`config.mk`:
```
export PLATFORM = sky130hd
export DESIGN_NAME = usd_decoder
export DESIGN_NICKNAME = d
export VERILOG_FILES = /design/src/include/usd_pkg.sv /design/src/include/usd_cls_if.sv /design/src/rtl/usd_classify.sv /design/src/rtl/usd_decoder.sv
export SDC_FILE = /design/constraint.sdc
export NUM_CORES = 1
export LEC_CHECK = 0
export ABC_CLOCK_PERIOD_IN_PS = 2400
export BUFFER_PORTS_ARGS = -buffer_cell sky130_fd_sc_hd__buf_2
export CAP_MARGIN = 20
export CORE_MARGIN = 2
export CORE_UTILIZATION = 33
export CTS_BUF_LIST = sky130_fd_sc_hd__clkbuf_2
export DETAILED_ROUTE_END_ITERATION = 12
export PLACE_DENSITY = 0.6
export SYNTH_ARGS = -nofsm -noshare
export SYNTH_HDL_FRONTEND = slang
export SYNTH_SLANG_ARGS = --single-unit
```
`constraint.sdc`:
```
create_clock -name clk_sys -period 2.4 [get_ports clk_sys]
set_clock_uncertainty 0.15 [all_clocks]
set_input_delay 0.24 -clock clk_sys [delete_from_list [all_inputs] [get_ports clk_sys]]
set_output_delay 0.24 -clock clk_sys [all_outputs]
set_load 0.05 [all_outputs]
```
`src/include/usd_pkg.sv`:
```
// Purpose: constants and types of the user/supervisor segment decoder
// Assumes: 64-bit virtual addresses, 36-bit physical address path
// Notes: kernel segment decoding lives elsewhere
package usd_pkg;
  localparam int unsigned USD_VA_W = 64;
  localparam int unsigned USD_SPACE_ID_W = 8;
  localparam int unsigned USD_PGN_W = 28;
  localparam int unsigned USD_PFN_W = 24;
  localparam int unsigned USD_PA_W = 36;
  localparam int unsigned USD_OFS_SMALL = 12;
  localparam int unsigned USD_OFS_LARGE = 24;
  localparam int unsigned USD_PGN_SMALL_W = 28;
  localparam int unsigned USD_PGN_LARGE_W = 16;
  localparam int unsigned USD_XUSEG_BITS = 40;
  localparam int unsigned USD_PA_HI_LSB = 32;
  localparam logic [1:0] USD_PRIV_USER = 2'h2;
  localparam logic [1:0] USD_PRIV_SUPER = 2'h1;
  localparam logic [1:0] USD_PRIV_KERNEL = 2'h0;
  localparam logic [2:0] USD_SSEG_TAG = 3'h6;
  localparam logic [1:0] USD_REG_USER = 2'h0;
  localparam logic [1:0] USD_REG_SUPER = 2'h1;
  localparam logic [1:0] USD_REG_COMPAT = 2'h3;
  localparam logic [29:0] USD_CSSEG_ONES = 30'h3FFFFFFF;
  localparam logic [3:0] USD_PA_HI_ZERO = 4'h0;

  typedef enum logic [1:0] {
    USD_MODE_KERNEL = 2'b00,
    USD_MODE_SUPER = 2'b01,
    USD_MODE_USER = 2'b10
  } usd_mode_t;

  typedef enum logic [2:0] {
    USD_SEG_NONE = 3'b000,
    USD_SEG_USEG = 3'b001,
    USD_SEG_XUSEG = 3'b010,
    USD_SEG_SSEG = 3'b011,
    USD_SEG_XSSEG = 3'b100,
    USD_SEG_CSSEG = 3'b101,
    USD_SEG_KERNEL = 3'b110
  } usd_seg_t;

  typedef enum logic [1:0] {
    USD_ST_IDLE = 2'b00,
    USD_ST_WAIT = 2'b01
  } usd_state_t;
endpackage : usd_pkg

```
`src/include/usd_cls_if.sv`:
```
// Purpose: carries one reference between the decoder and its classifier
// Assumes: purely combinational path inside one clock domain
// Notes: ctl drives the request side, cls answers
`timescale 1ns/1ns
`default_nettype none
interface usd_cls_if;
  import usd_pkg::*;
  logic [USD_VA_W-1:0] vaddr;
  logic [1:0] priv;
  logic exc_lvl;
  logic err_lvl;
  logic user_ext;
  logic super_ext;
  logic large_page;
  usd_mode_t mode;
  usd_seg_t seg;
  logic addr_err;
  logic ext_refill;
  logic [USD_PGN_W-1:0] page_num;
  logic [1:0] region;
  modport ctl (output vaddr, priv, exc_lvl, err_lvl, user_ext, super_ext,
    large_page, input mode, seg, addr_err, ext_refill, page_num, region);
  modport cls (input vaddr, priv, exc_lvl, err_lvl, user_ext, super_ext,
    large_page, output mode, seg, addr_err, ext_refill, page_num, region);
endinterface : usd_cls_if
`default_nettype wire

```
`src/rtl/usd_classify.sv`:
```
// Purpose: decode mode and segment of one virtual address
// Assumes: inputs stable within the cycle
// Notes: kernel references are only tagged, not decoded
`timescale 1ns/1ns
`default_nettype none
module usd_classify (
  usd_cls_if.cls c
);
  import usd_pkg::*;

  // operating mode from privilege field and level bits
  always_comb begin
    if (c.exc_lvl || c.err_lvl || c.priv == USD_PRIV_KERNEL) begin
      c.mode = USD_MODE_KERNEL;
    end else if (c.priv == USD_PRIV_USER) begin
      c.mode = USD_MODE_USER;
    end else if (c.priv == USD_PRIV_SUPER) begin
      c.mode = USD_MODE_SUPER;
    end else begin
      c.mode = USD_MODE_KERNEL;
    end
  end

  // segment select and address check
  always_comb begin
    c.seg = USD_SEG_NONE;
    c.addr_err = 1'b0;
    c.ext_refill = 1'b0;
    c.region = USD_REG_USER;
    if (c.mode == USD_MODE_KERNEL) begin
      c.seg = USD_SEG_KERNEL;
    end else if (c.mode == USD_MODE_USER) begin
      if (!c.user_ext) begin
        c.seg = USD_SEG_USEG;
        c.addr_err = c.vaddr[31];
      end else begin
        c.seg = USD_SEG_XUSEG;
        c.ext_refill = 1'b1;
        c.addr_err = |c.vaddr[USD_VA_W-1:USD_XUSEG_BITS];
      end
    end else if (!c.super_ext) begin
      if (!c.vaddr[31]) begin
        c.seg = USD_SEG_USEG;
      end else if (c.vaddr[31:29] == USD_SSEG_TAG) begin
        c.seg = USD_SEG_SSEG;
      end else begin
        c.addr_err = 1'b1;
      end
    end else begin
      c.ext_refill = 1'b1;
      c.region = c.vaddr[63:62];
      if (c.vaddr[63:62] == USD_REG_USER
          && c.vaddr[61:USD_XUSEG_BITS] == '0) begin
        c.seg = USD_SEG_XUSEG;
      end else if (c.vaddr[63:62] == USD_REG_SUPER
          && c.vaddr[61:USD_XUSEG_BITS] == '0) begin
        c.seg = USD_SEG_XSSEG;
      end else if (c.vaddr[63:62] == USD_REG_COMPAT
          && c.vaddr[61:32] == USD_CSSEG_ONES
          && c.vaddr[31:29] == USD_SSEG_TAG) begin
        c.seg = USD_SEG_CSSEG;
      end else begin
        c.addr_err = 1'b1;
      end
    end
  end

  // page number by page size; 32-bit segments use the low word
  always_comb begin
    c.page_num = '0;
    if (c.seg == USD_SEG_USEG || c.seg == USD_SEG_SSEG
        || c.seg == USD_SEG_CSSEG) begin
      if (c.large_page) begin
        c.page_num[USD_PGN_LARGE_W-1:0] = {8'h00, c.vaddr[31:USD_OFS_LARGE]};
      end else begin
        c.page_num[19:0] = c.vaddr[31:USD_OFS_SMALL];
      end
    end else if (c.large_page) begin
      c.page_num[USD_PGN_LARGE_W-1:0] = c.vaddr[39:USD_OFS_LARGE];
    end else begin
      c.page_num = c.vaddr[39:USD_OFS_SMALL];
    end
  end
endmodule : usd_classify
`default_nettype wire

```
`src/rtl/usd_decoder.sv`:
```
// Purpose: user/supervisor segment decoder with TLB lookup and result
// Assumes: TLB answers a lookup with tlb_rsp_valid some cycles later
// Notes: one reference in flight; req_ready_q gates new requests
`timescale 1ns/1ns
`default_nettype none
module usd_decoder #(
  parameter int unsigned SPACE_ID_W = 8,
  parameter int unsigned VA_W = 64
) (
  input wire logic clk_sys,
  input wire logic rst_b,
  input wire logic req_valid,
  input wire logic [usd_pkg::USD_VA_W-1:0] req_vaddr,
  input wire logic large_page,
  input wire logic [1:0] privilege_level_field,
  input wire logic exception_level_bit,
  input wire logic error_level_bit,
  input wire logic user_extend_bit,
  input wire logic supervisor_extend_bit,
  input wire logic [usd_pkg::USD_SPACE_ID_W-1:0] address_space_identifier,
  input wire logic tlb_rsp_valid,
  input wire logic tlb_hit,
  input wire logic [usd_pkg::USD_PFN_W-1:0] tlb_pfn,
  input wire logic [2:0] tlb_cache_attr,
  output logic req_ready_q,
  output logic lookup_valid_q,
  output logic [usd_pkg::USD_PGN_W-1:0] virtual_page_number_q,
  output logic [usd_pkg::USD_SPACE_ID_W-1:0] lookup_space_id_q,
  output logic [1:0] lookup_region_q,
  output logic lookup_large_q,
  output logic done_q,
  output usd_pkg::usd_mode_t mode_q,
  output usd_pkg::usd_seg_t seg_q,
  output logic addr_err_q,
  output logic tlb_miss_q,
  output logic extended_refill_vector_q,
  output logic kernel_pass_q,
  output logic [usd_pkg::USD_PA_W-1:0] paddr_q,
  output logic [2:0] cache_attr_q
);
  import usd_pkg::*;

  // elaboration check: the datapath is built for these widths only
  if (SPACE_ID_W != USD_SPACE_ID_W || VA_W != USD_VA_W) begin : g_bad_width
    $error("usd_decoder: unsupported address or identifier width");
  end

  usd_cls_if cif ();
  usd_state_t state_q;
  logic take;
  logic [USD_VA_W-1:0] vaddr_q;
  logic ext_q;
  logic [USD_PA_W-1:0] pa_next;

  // classifier sees the live request
  assign cif.vaddr = req_vaddr;
  assign cif.priv = privilege_level_field;
  assign cif.exc_lvl = exception_level_bit;
  assign cif.err_lvl = error_level_bit;
  assign cif.user_ext = user_extend_bit;
  assign cif.super_ext = supervisor_extend_bit;
  assign cif.large_page = large_page;

  usd_classify u_cls (
    .c (cif)
  );

  assign take = req_valid && req_ready_q;

  // physical address from frame number and in-page offset
  function automatic logic [USD_PA_W-1:0] usd_make_pa(
    input logic [USD_PFN_W-1:0] pfn,
    input logic [USD_VA_W-1:0] va,
    input logic big
  );
    logic [USD_PA_W-1:0] pa;
    pa = '0;
    if (big) begin
      pa = {pfn[USD_PFN_W-1:12], va[USD_OFS_LARGE-1:0]};
    end else begin
      pa = {pfn, va[USD_OFS_SMALL-1:0]};
    end
    return pa;
  endfunction : usd_make_pa

  assign pa_next = usd_make_pa(tlb_pfn, vaddr_q, lookup_large_q);

  // sequencing: idle takes a request, wait holds for the TLB answer
  always_ff @(posedge clk_sys or negedge rst_b) begin
    if (!rst_b) begin
      state_q <= USD_ST_IDLE;
      req_ready_q <= 1'b0;
    end else begin
      case (state_q)
        USD_ST_IDLE: begin
          req_ready_q <= 1'b1;
          if (take && !cif.addr_err && cif.seg != USD_SEG_KERNEL) begin
            state_q <= USD_ST_WAIT;
            req_ready_q <= 1'b0;
          end else if (take) begin
            req_ready_q <= 1'b0;
          end
        end
        USD_ST_WAIT: begin
          if (tlb_rsp_valid) begin
            state_q <= USD_ST_IDLE;
          end
        end
        default: begin
          state_q <= USD_ST_IDLE;
        end
      endcase
    end
  end

  // lookup key towards the TLB, one-cycle strobe
  always_ff @(posedge clk_sys or negedge rst_b) begin
    if (!rst_b) begin
      lookup_valid_q <= 1'b0;
      virtual_page_number_q <= '0;
      lookup_space_id_q <= '0;
      lookup_region_q <= '0;
      lookup_large_q <= 1'b0;
      vaddr_q <= '0;
      ext_q <= 1'b0;
    end else begin
      lookup_valid_q <= 1'b0;
      if (take) begin
        lookup_valid_q <= !cif.addr_err && cif.seg != USD_SEG_KERNEL;
        virtual_page_number_q <= cif.page_num;
        lookup_space_id_q <= address_space_identifier;
        lookup_region_q <= cif.region;
        lookup_large_q <= large_page;
        vaddr_q <= req_vaddr;
        ext_q <= cif.ext_refill;
      end
    end
  end

  // mode and segment of the reference being served
  always_ff @(posedge clk_sys or negedge rst_b) begin
    if (!rst_b) begin
      mode_q <= USD_MODE_KERNEL;
      seg_q <= USD_SEG_NONE;
    end else if (take) begin
      mode_q <= cif.mode;
      seg_q <= cif.seg;
    end
  end

  // result: early for errors and kernel, on TLB answer otherwise
  always_ff @(posedge clk_sys or negedge rst_b) begin
    if (!rst_b) begin
      done_q <= 1'b0;
      addr_err_q <= 1'b0;
      tlb_miss_q <= 1'b0;
      extended_refill_vector_q <= 1'b0;
      kernel_pass_q <= 1'b0;
      paddr_q <= '0;
      cache_attr_q <= '0;
    end else begin
      done_q <= 1'b0;
      if (state_q == USD_ST_IDLE && take
          && (cif.addr_err || cif.seg == USD_SEG_KERNEL)) begin
        done_q <= 1'b1;
        addr_err_q <= cif.addr_err;
        tlb_miss_q <= 1'b0;
        extended_refill_vector_q <= 1'b0;
        kernel_pass_q <= !cif.addr_err;
        paddr_q <= '0;
        cache_attr_q <= '0;
      end else if (state_q == USD_ST_WAIT && tlb_rsp_valid) begin
        done_q <= 1'b1;
        kernel_pass_q <= 1'b0;
        cache_attr_q <= tlb_hit ? tlb_cache_attr : 3'h0;
        tlb_miss_q <= !tlb_hit;
        extended_refill_vector_q <= !tlb_hit && ext_q;
        // a frame with its top bits set is refused, not truncated
        addr_err_q <= tlb_hit
          && pa_next[USD_PA_W-1:USD_PA_HI_LSB] != USD_PA_HI_ZERO;
        paddr_q <= tlb_hit ? pa_next : '0;
      end
    end
  end
endmodule : usd_decoder
`default_nettype wire

```
==> results.sh, run 1 <==
export IMPL_io_pins=201
export IMPL_cts_tree="built"
export IMPL_postRouteAntennaNets=0
export IMPL_vdd_ir_drop_max_mv=0.422
export IMPL_fin_tns_setup_ns=-0.00295
export IMPL_antenna_found_initial=1
export IMPL_fin_ws_ns=-0.00295
export IMPL_cap_violations=0
export IMPL_slowest_delay_ns=0.56
export IMPL_violations="setup timing"
export IMPL_grt_use_total=0.206
export IMPL_reg2reg_depth=7
export IMPL_crit_required_ns=2.84
export IMPL_fillers=1476
export IMPL_power_density_nw_per_um2=583
export IMPL_cts_buffer_depth=2
export IMPL_min_period_ns=2.40
export IMPL_drtPass1Iterations=4
export IMPL_wirelength_mm=17.8
export IMPL_synth_edf_count=0
export IMPL_row_count=47
export IMPL_crit_path_frequent_cell="dlygate4sd3_1"
export IMPL_reg2reg_from="req_ready_q$_DFFE_PN0N_"
export IMPL_nets=1034
export IMPL_synth_ff_type="dfrtp_1"
export IMPL_die_area_um2=17600
export IMPL_start_util=0.333
export IMPL_die_x_um=133
export IMPL_io_buffer_count=200
export IMPL_dieHeight_um=133
export IMPL_status="finished with violations"
export IMPL_path_clk_slew_ns=0.20
export IMPL_min_to="lookup_space_id_q[2]$_DFFE_PN0P_"
export IMPL_holdPathStages=4
export IMPL_cp_start_kind="input port"
export IMPL_grt_pass1_wl_mm=28.6
export IMPL_critPathCaptureType="register"
export IMPL_routedWlPerCell_um=15.4
export IMPL_drive_gt1_frac=0.337
export IMPL_path_cells="dlygate4sd3_1 -> buf_2 -> or4b_1 -> buf_4 -> nor2_1 -> a21oi_1 -> o211a_2 -> a22o_1 -> dlygate4sd3_1"
export IMPL_gp_congestion=0.795
export IMPL_cp_slowest_cell="dlygate4sd3_1"
export IMPL_syn_inst=577
export IMPL_r2r_slack_ns=0.18
export IMPL_grt_pass1_vias=5651
export IMPL_max_freq_mhz=416
export IMPL_cp_arrival_ns=2.84
export IMPL_grt_max_degree=117
export IMPL_worst_slew_pin_slew_ns=0.664
export IMPL_vias=5583
export IMPL_finalSetupViolCount=1
export IMPL_drcViolationCount=0
export IMPL_min_from="address_space_identifier[2]"
export IMPL_syn_num_nets=688
export IMPL_clock_latency_ns=0.68
export IMPL_hp_class="input port to register"
export IMPL_utilization=0.513
export IMPL_post_route_period_util=1.00
export IMPL_clockRootBuffer="clkbuf_2"
export IMPL_yosysSeqAreaShare=0.531
export IMPL_yosys_warnings=0
export IMPL_via_per_inst=4.83
export IMPL_grt_overflow=0
export IMPL_hold_viol_final=0
export IMPL_regToRegEndpoint="addr_err_q$_DFFE_PN0P_"
export IMPL_synth_area_um2=5470
export IMPL_clock_sinks=116
export IMPL_synth_cell_types=47
export IMPL_htree_levels=4
export IMPL_ys_seq_elements=116
export IMPL_drtIter0Drc=303
export IMPL_maxSlewHeadroom=0.557
export IMPL_leakage_nw=4.07
export IMPL_hpwlAfterDp_mm=11.3
export IMPL_dp_slack_ns=0.0852
export IMPL_area_growth_pct=54.1
export IMPL_drv_slew=0
export IMPL_synth_async_reset_ratio=1.00
export IMPL_critPathKind="input port to register"
export IMPL_core_area_um2=16400
export IMPL_cts_buffers_inserted=17
export IMPL_crit_fanout=8
export IMPL_avgSynthCellArea_um2=9.48
-- metal layers --
layer / vias up / track usage / part of all wire
li1: 2678 / - / -
met4: 0 / 0.0800 / 0.028
met2: 224 / 0.331 / 0.46
met5: - / 0 / 0
met3: 36 / 0.0682 / 0.068
met1: 2645 / 0.259 / 0.44
-- flip-flops by register name, indices dropped and copies added (netlist names), 2 cells and up --
| register | flops |
|---|---|
| seg_q | 3 |
| lookup_region_q | 2 |
| mode_q | 2 |
| cache_attr_q | 3 |
| vaddr_q | 24 |
| lookup_space_id_q | 8 |
| paddr_q | 36 |
| virtual_page_number_q | 28 |
-- how the worst max path moves through the flow --
stage | cells past startpoint | to | slack, ns | from
2_1_floorplan | 4 | cache_attr_q[0]$_DFFE_PN0P_ | 0.39 | req_ready_q$_DFFE_PN0N_
3_5_place_dp | 7 | paddr_q[11]$_DFFE_PN0P_ | 0.09 | req_vaddr[56]
3_3_place_gp | 7 | paddr_q[11]$_DFFE_PN0P_ | 0.14 | req_vaddr[50]
6_report | 9 | virtual_page_number_q[26]$_DFFE_PN0P_ | -0.003 | exception_level_bit
5_1_grt | 9 | kernel_pass_q$_DFFE_PN0P_ | -0.0009 | req_vaddr[55]
4_1_cts | 6 | seg_q[1]$_DFFE_PN0P_ | 0.01 | req_ready_q$_DFFE_PN0N_
-- layout make-up --
cell class                 count  area (um2)  share of cell area
timing repair buffer         366        2650               0.315
clock buffer                  18        90.1              0.0107
inverter                      11        41.3             0.00490
antenna                        1        2.50            0.000297
clock inverter                14         114              0.0135
multi-input combinational    411        2350               0.279
tap                          220         275              0.0327
sequential                   116        2900               0.345
-- worst max-delay path: cells and delay by family --
kind	cells	cell delay, ns
buf+inv	4	1.40
compound gates	3	0.52
simple gates	2	0.67
-- layout by cell type (no fill, tap or decap), types with 3 or more instances in the layout --
cell	netlist	routed
nor4_1	7	5
nor2_1	10	9
a22oi_1	12	12
nor4_2	1	3
and3_1	3	3
nand4_1	12	12
nor3_1	6	4
o21ai_0	47	46
a21oi_1	14	14
clkbuf_2	0	18
buf_4	0	16
dlygate4sd3_1	0	147
nor3b_1	8	8
buf_2	1	199
clkinvlp_4	0	7
mux2_2	12	12
a22o_1	8	8
nand3_1	4	4
a21oi_2	38	38
a211oi_1	3	3
nor3_2	1	3
dfrtp_1	116	116
nand3b_1	5	5
nand2_1	184	183
mux2i_1	8	8
clkinv_2	0	3
inv_1	11	11
-- Yosys cell counts (2+ instances only) --
cell | n | share of area
a21oi_1 | 14 | 0.013
o21ai_0 | 47 | 0.043
a211oi_1 | 3 | 0.0041
a22o_1 | 8 | 0.013
dfrtp_1 | 116 | 0.53
nand2_1 | 184 | 0.13
nor2_1 | 10 | 0.0069
and3_1 | 3 | 0.0034
nor3_1 | 6 | 0.0055
inv_1 | 11 | 0.0076
nor3b_1 | 8 | 0.011
a31oi_1 | 2 | 0.0023
and2_1 | 4 | 0.0046
nand4_1 | 12 | 0.014
nand3b_1 | 5 | 0.0069
or3_1 | 2 | 0.0023
buf_1 | 6 | 0.0041
a22oi_1 | 12 | 0.016
nor4_1 | 7 | 0.0080
mux2_2 | 12 | 0.025
nor4b_2 | 2 | 0.0055
a21oi_2 | 38 | 0.061
nand3_1 | 4 | 0.0037
buf_12 | 4 | 0.015
clkbuf_1 | 27 | 0.019
o211ai_1 | 2 | 0.0027
mux2i_1 | 8 | 0.015
-- where the power goes --
part           leakage [nW]  internal, mW  total (mW)  switching (mW)
Clock                 0.109         0.363        1.14           0.781
Combinational          2.46         0.533        1.50           0.966
Sequential             1.50          2.15        2.27           0.119
Total                  4.07          3.05        4.91            1.87
-- stage by stage --
stage	cells	total power, mW	hold slack (ns)	cell area [um2]
3_3_place_gp	975	3.56	0.248	6700
4_1_cts	1155	4.96	0.00458	8380
5_1_grt	1157	5.18	0.0298	8420
2_1_floorplan	577	3.13	-0.206	5470
6_report	1157	4.91	0.0948	8420
3_5_place_dp	975	3.57	0.243	6700
-- what timing repair did --
action | 4_1_cts | 5_1_grt
gates resized for setup | 0 | 10
buffers inserted | 0 | 1
hold endpoints to repair | 229 | 0
setup endpoints to repair | 0 | 11
hold buffers | 148 | 0
-- kinds of logic (layout without fill, tap and decap cells) --
| kind of cell | after synthesis | in the layout | share of synthesized area |
|---|---|---|---|
| DFF | 116 | 116 | 0.531 |
| other | 0 | 1 | 0 |
| muxes | 20 | 20 | 0.0394 |
| and+or+nand+nor | 253 | 253 | 0.208 |
| buffers and inverters | 50 | 409 | 0.0478 |
| AOI/OAI and AO/OA | 137 | 137 | 0.173 |
| xor gates and xnor gates | 1 | 1 | 0.00160 |
Power figures use the tool's default switching activity.
==> run 2, diff against run 1 <==
==> constraint.sdc (replaced) <==
create_clock -name clk_sys -period 2.4 [get_ports clk_sys]
set_clock_uncertainty 0.15 [all_clocks]
set_input_delay 0.48 -clock clk_sys [delete_from_list [all_inputs] [get_ports clk_sys]]
set_output_delay 0.48 -clock clk_sys [all_outputs]
set_load 0.05 [all_outputs]
==> run 2 against run 1 <==
Critical path depth is 1 higher. Non-clock buffer count is 55 lower. Cell count is 4.8% lower. Clock power is 23% higher. Largest cell class unchanged. Global-route usage is 1.3 points lower. Via count is 6.8% lower. The run still ends with setup timing left. Power is 2.9% higher. Wire length is 7.2% lower. Sequential share of layout area is 2.2 points higher. Highest routed layer unchanged. Largest power group unchanged. Register-to-register slack better by 0.05 ns. Worst setup slack worse by 0.0031 ns.
==> results.sh, run 2 (synthesis gave the netlist of run 1 again) <==
export IMPL_max_freq_mhz=416
export IMPL_min_from="supervisor_extend_bit"
export IMPL_hpwlAfterDp_mm=11.5
export IMPL_reg_top3="paddr_q: 36 flops, virtual_page_number_q: 28 flops, vaddr_q: 24 flops"
export IMPL_holdPathStages=4
export IMPL_drv_slew=0
export IMPL_vias=5205
export IMPL_crit_required_ns=2.85
export IMPL_layout_common_cells="buf_2 (199), nand2_1 (183), dfrtp_1 (115), dlygate4sd3_1 (81), o21ai_0 (47)"
export IMPL_grt_pass1_wl_mm=26.9
export IMPL_utilization=0.483
export IMPL_fin_ws_ns=-0.00609
export IMPL_cts_buffer_depth=2
export IMPL_cts_buffers_inserted=17
export IMPL_leakage_nw=3.92
export IMPL_grt_overflow=0
export IMPL_cp_buffers_inverters=5
export IMPL_status="finished with violations"
export IMPL_min_period_ns=2.41
export IMPL_r2r_slack_ns=0.23
export IMPL_cap_violations=0
export IMPL_cts_tree="built"
export IMPL_hp_class="input port to register"
export IMPL_path_cells="dlygate4sd3_1 -> buf_2 -> nand3b_1 -> buf_4 -> nor3_2 -> nand3_1 -> o2111ai_1 -> buf_4 -> o21ai_0 -> dlygate4sd3_1"
export IMPL_wl_met2_mm=7.73
export IMPL_area_growth_pct=44.9
export IMPL_critPathKind="input port to register"
export IMPL_grt_pass1_vias=5265
export IMPL_postRouteAntennaNets=0
export IMPL_critPathCaptureType="register"
export IMPL_drtIter0Drc=182
export IMPL_start_util=0.333
export IMPL_hold_viol_final=0
export IMPL_die_x_um=133
export IMPL_fin_tns_setup_ns=-0.00609
export IMPL_core_area_um2=16400
export IMPL_drcViolationCount=0
export IMPL_rsz0062_at_grt="false"
export IMPL_vdd_ir_drop_max_mv=0.382
export IMPL_dieHeight_um=133
export IMPL_maxSlewHeadroom=0.576
export IMPL_wirelength_mm=16.6
export IMPL_path_clk_slew_ns=0.20
export IMPL_finalSetupViolCount=1
export IMPL_crit_fanout=8
export IMPL_hold_ws_ns=0.0867
export IMPL_cp_start_kind="input port"
export IMPL_top_register="paddr_q"
export IMPL_crit_family="buffers and inverters"
export IMPL_io_buffer_count=200
export IMPL_routedWlPerCell_um=15.0
export IMPL_clock_sinks=116
export IMPL_worst_slew_pin_slew_ns=0.637
export IMPL_clockRootBuffer="clkbuf_2"
export IMPL_final_common_cell="buf_2"
export IMPL_cp_slowest_cell="dlygate4sd3_1"
export IMPL_htree_levels=4
export IMPL_antenna_found_initial=1
export IMPL_via_per_inst=4.72
export IMPL_wl_met1_mm=7.43
export IMPL_grt_max_degree=49
export IMPL_die_area_um2=17600
export IMPL_largest_reg_flops=36
export IMPL_nets=979
export IMPL_wl_met3_mm=1.12
export IMPL_violations="setup timing"
export IMPL_io_pins=201
export IMPL_row_count=47
export IMPL_regToRegEndpoint="virtual_page_number_q[15]$_DFFE_PN0P_"
export IMPL_cp_arrival_ns=2.85
export IMPL_clock_latency_ns=0.68
export IMPL_drtPass1Iterations=4
export IMPL_reg2reg_from="req_ready_q$_DFFE_PN0N_"
export IMPL_fillers=1561
export IMPL_min_to="lookup_region_q[1]$_DFFE_PN0P_"
export IMPL_drive_gt1_frac=0.371
export IMPL_reg2reg_depth=6
export IMPL_gp_congestion=0.798
export IMPL_slowest_delay_ns=0.56
export IMPL_dr_max_layer_used="met4"
export IMPL_grt_use_total=0.193
export IMPL_power_density_nw_per_um2=638
export IMPL_post_route_period_util=1.00
run 2: changes by cell type in the layout (fill, tap and decap cells not counted), sizes merged:
cell          change
dlygate4sd3      -66
buf              +12
clkinvlp          -4
inv               +3
bufinv            +2
clkbuf            -1
dlymetal6s4s      -1
run 2: power by group:
| part | leakage, nW | switching [mW] | internal, mW |
|---|---|---|---|
| Clock | 0.152 | 0.810 | 0.590 |
| Combinational | 2.27 | 0.941 | 0.446 |
| Sequential | 1.50 | 0.117 | 2.15 |
run 2: layout make-up:
cell class              count  area [um2]  share of cell area
flip-flops and latches    116        2900               0.366
multi-input cells         411        2330               0.294
repair buffers            311        2100               0.265
well taps                 220         275              0.0347
clock inverters            15         180              0.0227
clock buffers              17        85.1              0.0107
inverters                  11        41.3             0.00521
diodes                      1        2.50            0.000316
run 2: tightest hold or removal path, delay by kind of cell:
kind | cells | cell delay [ns]
buf+inv | 2 | 0.25
compound gates | 1 | 0.09
simple gates | 1 | 0.07
run 2: metrics by stage:
stage	setup slack, ns	total power, mW	cell area (um2)	instances
floorplan	0.285	3.13	5470	577
global route	0.0239	5.32	7920	1102
detailed placement	0.00394	3.58	6830	988
CTS	0.0402	5.12	7910	1101
finish	-0.00609	5.06	7920	1102
global placement	0.0112	3.58	6830	988
run 2: layer usage:
| metal | vias to the layer above | GRT usage |
|---|---|---|
| met5 | - | 0 |
| li1 | 2574 | - |
| met4 | 0 | 0.0609 |
| met2 | 176 | 0.310 |
| met1 | 2434 | 0.249 |
| met3 | 21 | 0.0625 |
run 2: worst max-delay path by stage:
stage | from | end | slack [ns] | depth (start not counted)
2_1_floorplan | req_vaddr[50] | paddr_q[13]$_DFFE_PN0P_ | 0.28 | 7
3_3_place_gp | privilege_level_field[1] | paddr_q[7]$_DFFE_PN0P_ | 0.01 | 7
3_5_place_dp | req_vaddr[56] | paddr_q[8]$_DFFE_PN0P_ | 0.004 | 7
4_1_cts | req_vaddr[29] | virtual_page_number_q[15]$_DFFE_PN0P_ | 0.04 | 10
5_1_grt | req_vaddr[63] | virtual_page_number_q[15]$_DFFE_PN0P_ | 0.02 | 11
6_report | req_vaddr[29] | virtual_page_number_q[15]$_DFFE_PN0P_ | -0.006 | 10
run 2: timing repair:
action | CTS | global route
endpoints found under the setup margin | 1 | 1
resized for setup | 1 | 2
setup buffers | 0 | 0
endpoints found under the hold margin | 138 | 0
cloned | 0 | 0
hold buffers | 81 | 0
==> run 3, diff against run 2 <==
- ABC_CLOCK_PERIOD_IN_PS: 2400 -> 2500
- clock period: 2.4 -> 2.5 ns (I/O delays scaled with it)
==> run 3 against run 2 <==
Wire length down 0.14%. Global-route usage down 0.14 points. Highest routed layer unchanged. Worst hold slack got worse by 0.0096 ns. Non-clock buffer count down 17. The run now ends clean.
==> results.sh, run 3 (synthesis gave the netlist of run 1 again) <==
export IMPL_grt_pass1_vias=5163
export IMPL_cp_arrival_ns=2.83
export IMPL_fillers=1582
export IMPL_reg_top3="paddr_q: 36 flops, virtual_page_number_q: 28 flops, vaddr_q: 24 flops"
export IMPL_place_area_um2=6790
export IMPL_status="completed"
export IMPL_hp_class="input port to asynchronous set/reset pin"
export IMPL_combPwrFrac=0.272
export IMPL_grt_pass1_wl_mm=26.5
export IMPL_critical_path_startpoint="req_vaddr[63]"
export IMPL_critPathCaptureType="register"
export IMPL_vias=5083
export IMPL_finalPower_mw=4.85
export IMPL_cts_hold_fix_buffers=70
export IMPL_maxSlewHeadroom=0.577
export IMPL_grt_use_total=0.192
export IMPL_rsz0062_at_grt="false"
export IMPL_dieHeight_um=133
export IMPL_wirelength_mm=16.5
export IMPL_cp_start_kind="input port"
export IMPL_fin_tns_setup_ns=0
export IMPL_io_buffer_count=200
export IMPL_clock_sinks=116
export IMPL_largest_reg_flops=36
export IMPL_reg2reg_from="req_ready_q$_DFFE_PN0N_"
export IMPL_cts_buffers_inserted=17
export IMPL_crit_required_ns=2.96
export IMPL_worst_slew_pin_slew_ns=0.635
export IMPL_final_common_cell="buf_2"
export IMPL_area_growth_pct=41.7
export IMPL_core_area_um2=16400
export IMPL_path_clk_slew_ns=0.17
export IMPL_crit_fanout=20
export IMPL_drv_slew=0
export IMPL_row_count=47
export IMPL_via_per_inst=4.69
export IMPL_layout_common_cells="buf_2 (199), nand2_1 (183), dfrtp_1 (116), dlygate4sd3_1 (70), o21ai_0 (47)"
export IMPL_intPower_mw=3.13
export IMPL_cts_tree="built"
export IMPL_grt_max_degree=56
export IMPL_postRouteAntennaNets=0
export IMPL_pwr_share_seq=0.448
export IMPL_multiInputGateArea_um2=2320
export IMPL_power_density_nw_per_um2=626
export IMPL_gp_congestion=0.806
export IMPL_drive_gt1_frac=0.364
export IMPL_leakage_nw=3.85
export IMPL_die_area_um2=17600
export IMPL_nets=962
export IMPL_start_util=0.333
export IMPL_min_period_ns=2.37
export IMPL_cap_violations=0
export IMPL_r2r_slack_ns=0.68
export IMPL_clockRootBuffer="clkbuf_2"
export IMPL_critPathKind="input port to register"
export IMPL_utilization=0.472
export IMPL_switching_power_mw=1.72
export IMPL_drcViolationCount=0
export IMPL_register_area_um2=2900
export IMPL_max_freq_mhz=423
export IMPL_p_clk_frac=0.280
export IMPL_finalSetupViolCount=0
export IMPL_switching_share=0.355
export IMPL_clock_latency_ns=0.69
export IMPL_htree_levels=4
export IMPL_drtPass1Iterations=4
export IMPL_finish_instance_area_um2=7750
export IMPL_grt_overflow=0
export IMPL_antenna_found_initial=1
export IMPL_drtIter0Drc=200
export IMPL_routedWlPerCell_um=15.3
export IMPL_io_pins=201
export IMPL_cts_buffer_depth=2
export IMPL_post_route_period_util=0.947
export IMPL_die_x_um=133
export IMPL_hpwlAfterDp_mm=11.6
export IMPL_top_register="paddr_q"
export IMPL_vdd_ir_drop_max_mv=0.409
export IMPL_cts_resized=0
export IMPL_hold_viol_final=0
export IMPL_post_cts_repair_setup_buffers=0
-- run 3: cell types whose count changed in the layout (fill, tap and decap cells not counted), sizes merged --
cell	delta
buf	-6
bufinv	+1
clkbuf	+2
clkinv	+2
clkinvlp	-2
dlygate4sd3	-11
inv	-4
-- run 3: power groups by stage --
stage / registers [mW] / logic [mW] / clock network (mW)
4_1_cts: 2.17 / 1.33 / 1.41
3_5_place_dp: 2.21 / 1.24 / 0
6_report: 2.17 / 1.32 / 1.36
5_1_grt: 2.20 / 1.42 / 1.49
3_3_place_gp: 2.20 / 1.23 / 0
2_1_floorplan: 2.64 / 0.366 / 0
-- run 3: worst paths after layout --
kind,cells after the start,to
worst max-delay path,8,paddr_q[11]$_DFFE_PN0P_
worst min-delay path,2,vaddr_q[2]$_DFFE_PN0P_
worst max register to register,4,virtual_page_number_q[15]$_DFFE_PN0P_
worst min register to register,2,virtual_page_number_q[17]$_DFFE_PN0P_
max in group asynchronous,3,vaddr_q[15]$_DFFE_PN0P_
min in group clk_sys,4,paddr_q[15]$_DFFE_PN0P_
-- run 3: cell type report --
cell class | count | area share
timing repair buffer | 294 | 0.251
inverter | 11 | 0.00533
clock inverter | 12 | 0.0210
sequential | 116 | 0.375
clock buffer | 19 | 0.0123
antenna | 1 | 0.000323
multi-input combinational | 411 | 0.300
tap | 220 | 0.0355
-- run 3: critical path, cell delays in order --
cell and delay (ns):
dlygate4sd3_1 0.53, buf_2 0.14, nor4_1 0.30, nand4_1 0.22
or3_1 0.40, and4_2 0.36, buf_12 0.21, a21oi_1 0.14
-- run 3: through the flow --
step                hold WS, ns  cells  worst slack, ns
finish                   0.0771   1084            0.134
floorplan                0.0544    577            0.365
CTS                    0.000329   1083            0.135
global route             0.0190   1084           0.0930
detailed placement        0.262    982           0.0138
global placement          0.264    982           0.0646
-- run 3: layer usage --
| metal | vias to the layer above | GRT usage | share of wire |
|---|---|---|---|
| met1 | 2373 | 0.243 | 0.45 |
| met2 | 152 | 0.316 | 0.48 |
| li1 | 2540 | - | - |
| met4 | 0 | 0.0579 | 0.012 |
| met5 | - | 0 | 0 |
| met3 | 18 | 0.0602 | 0.061 |
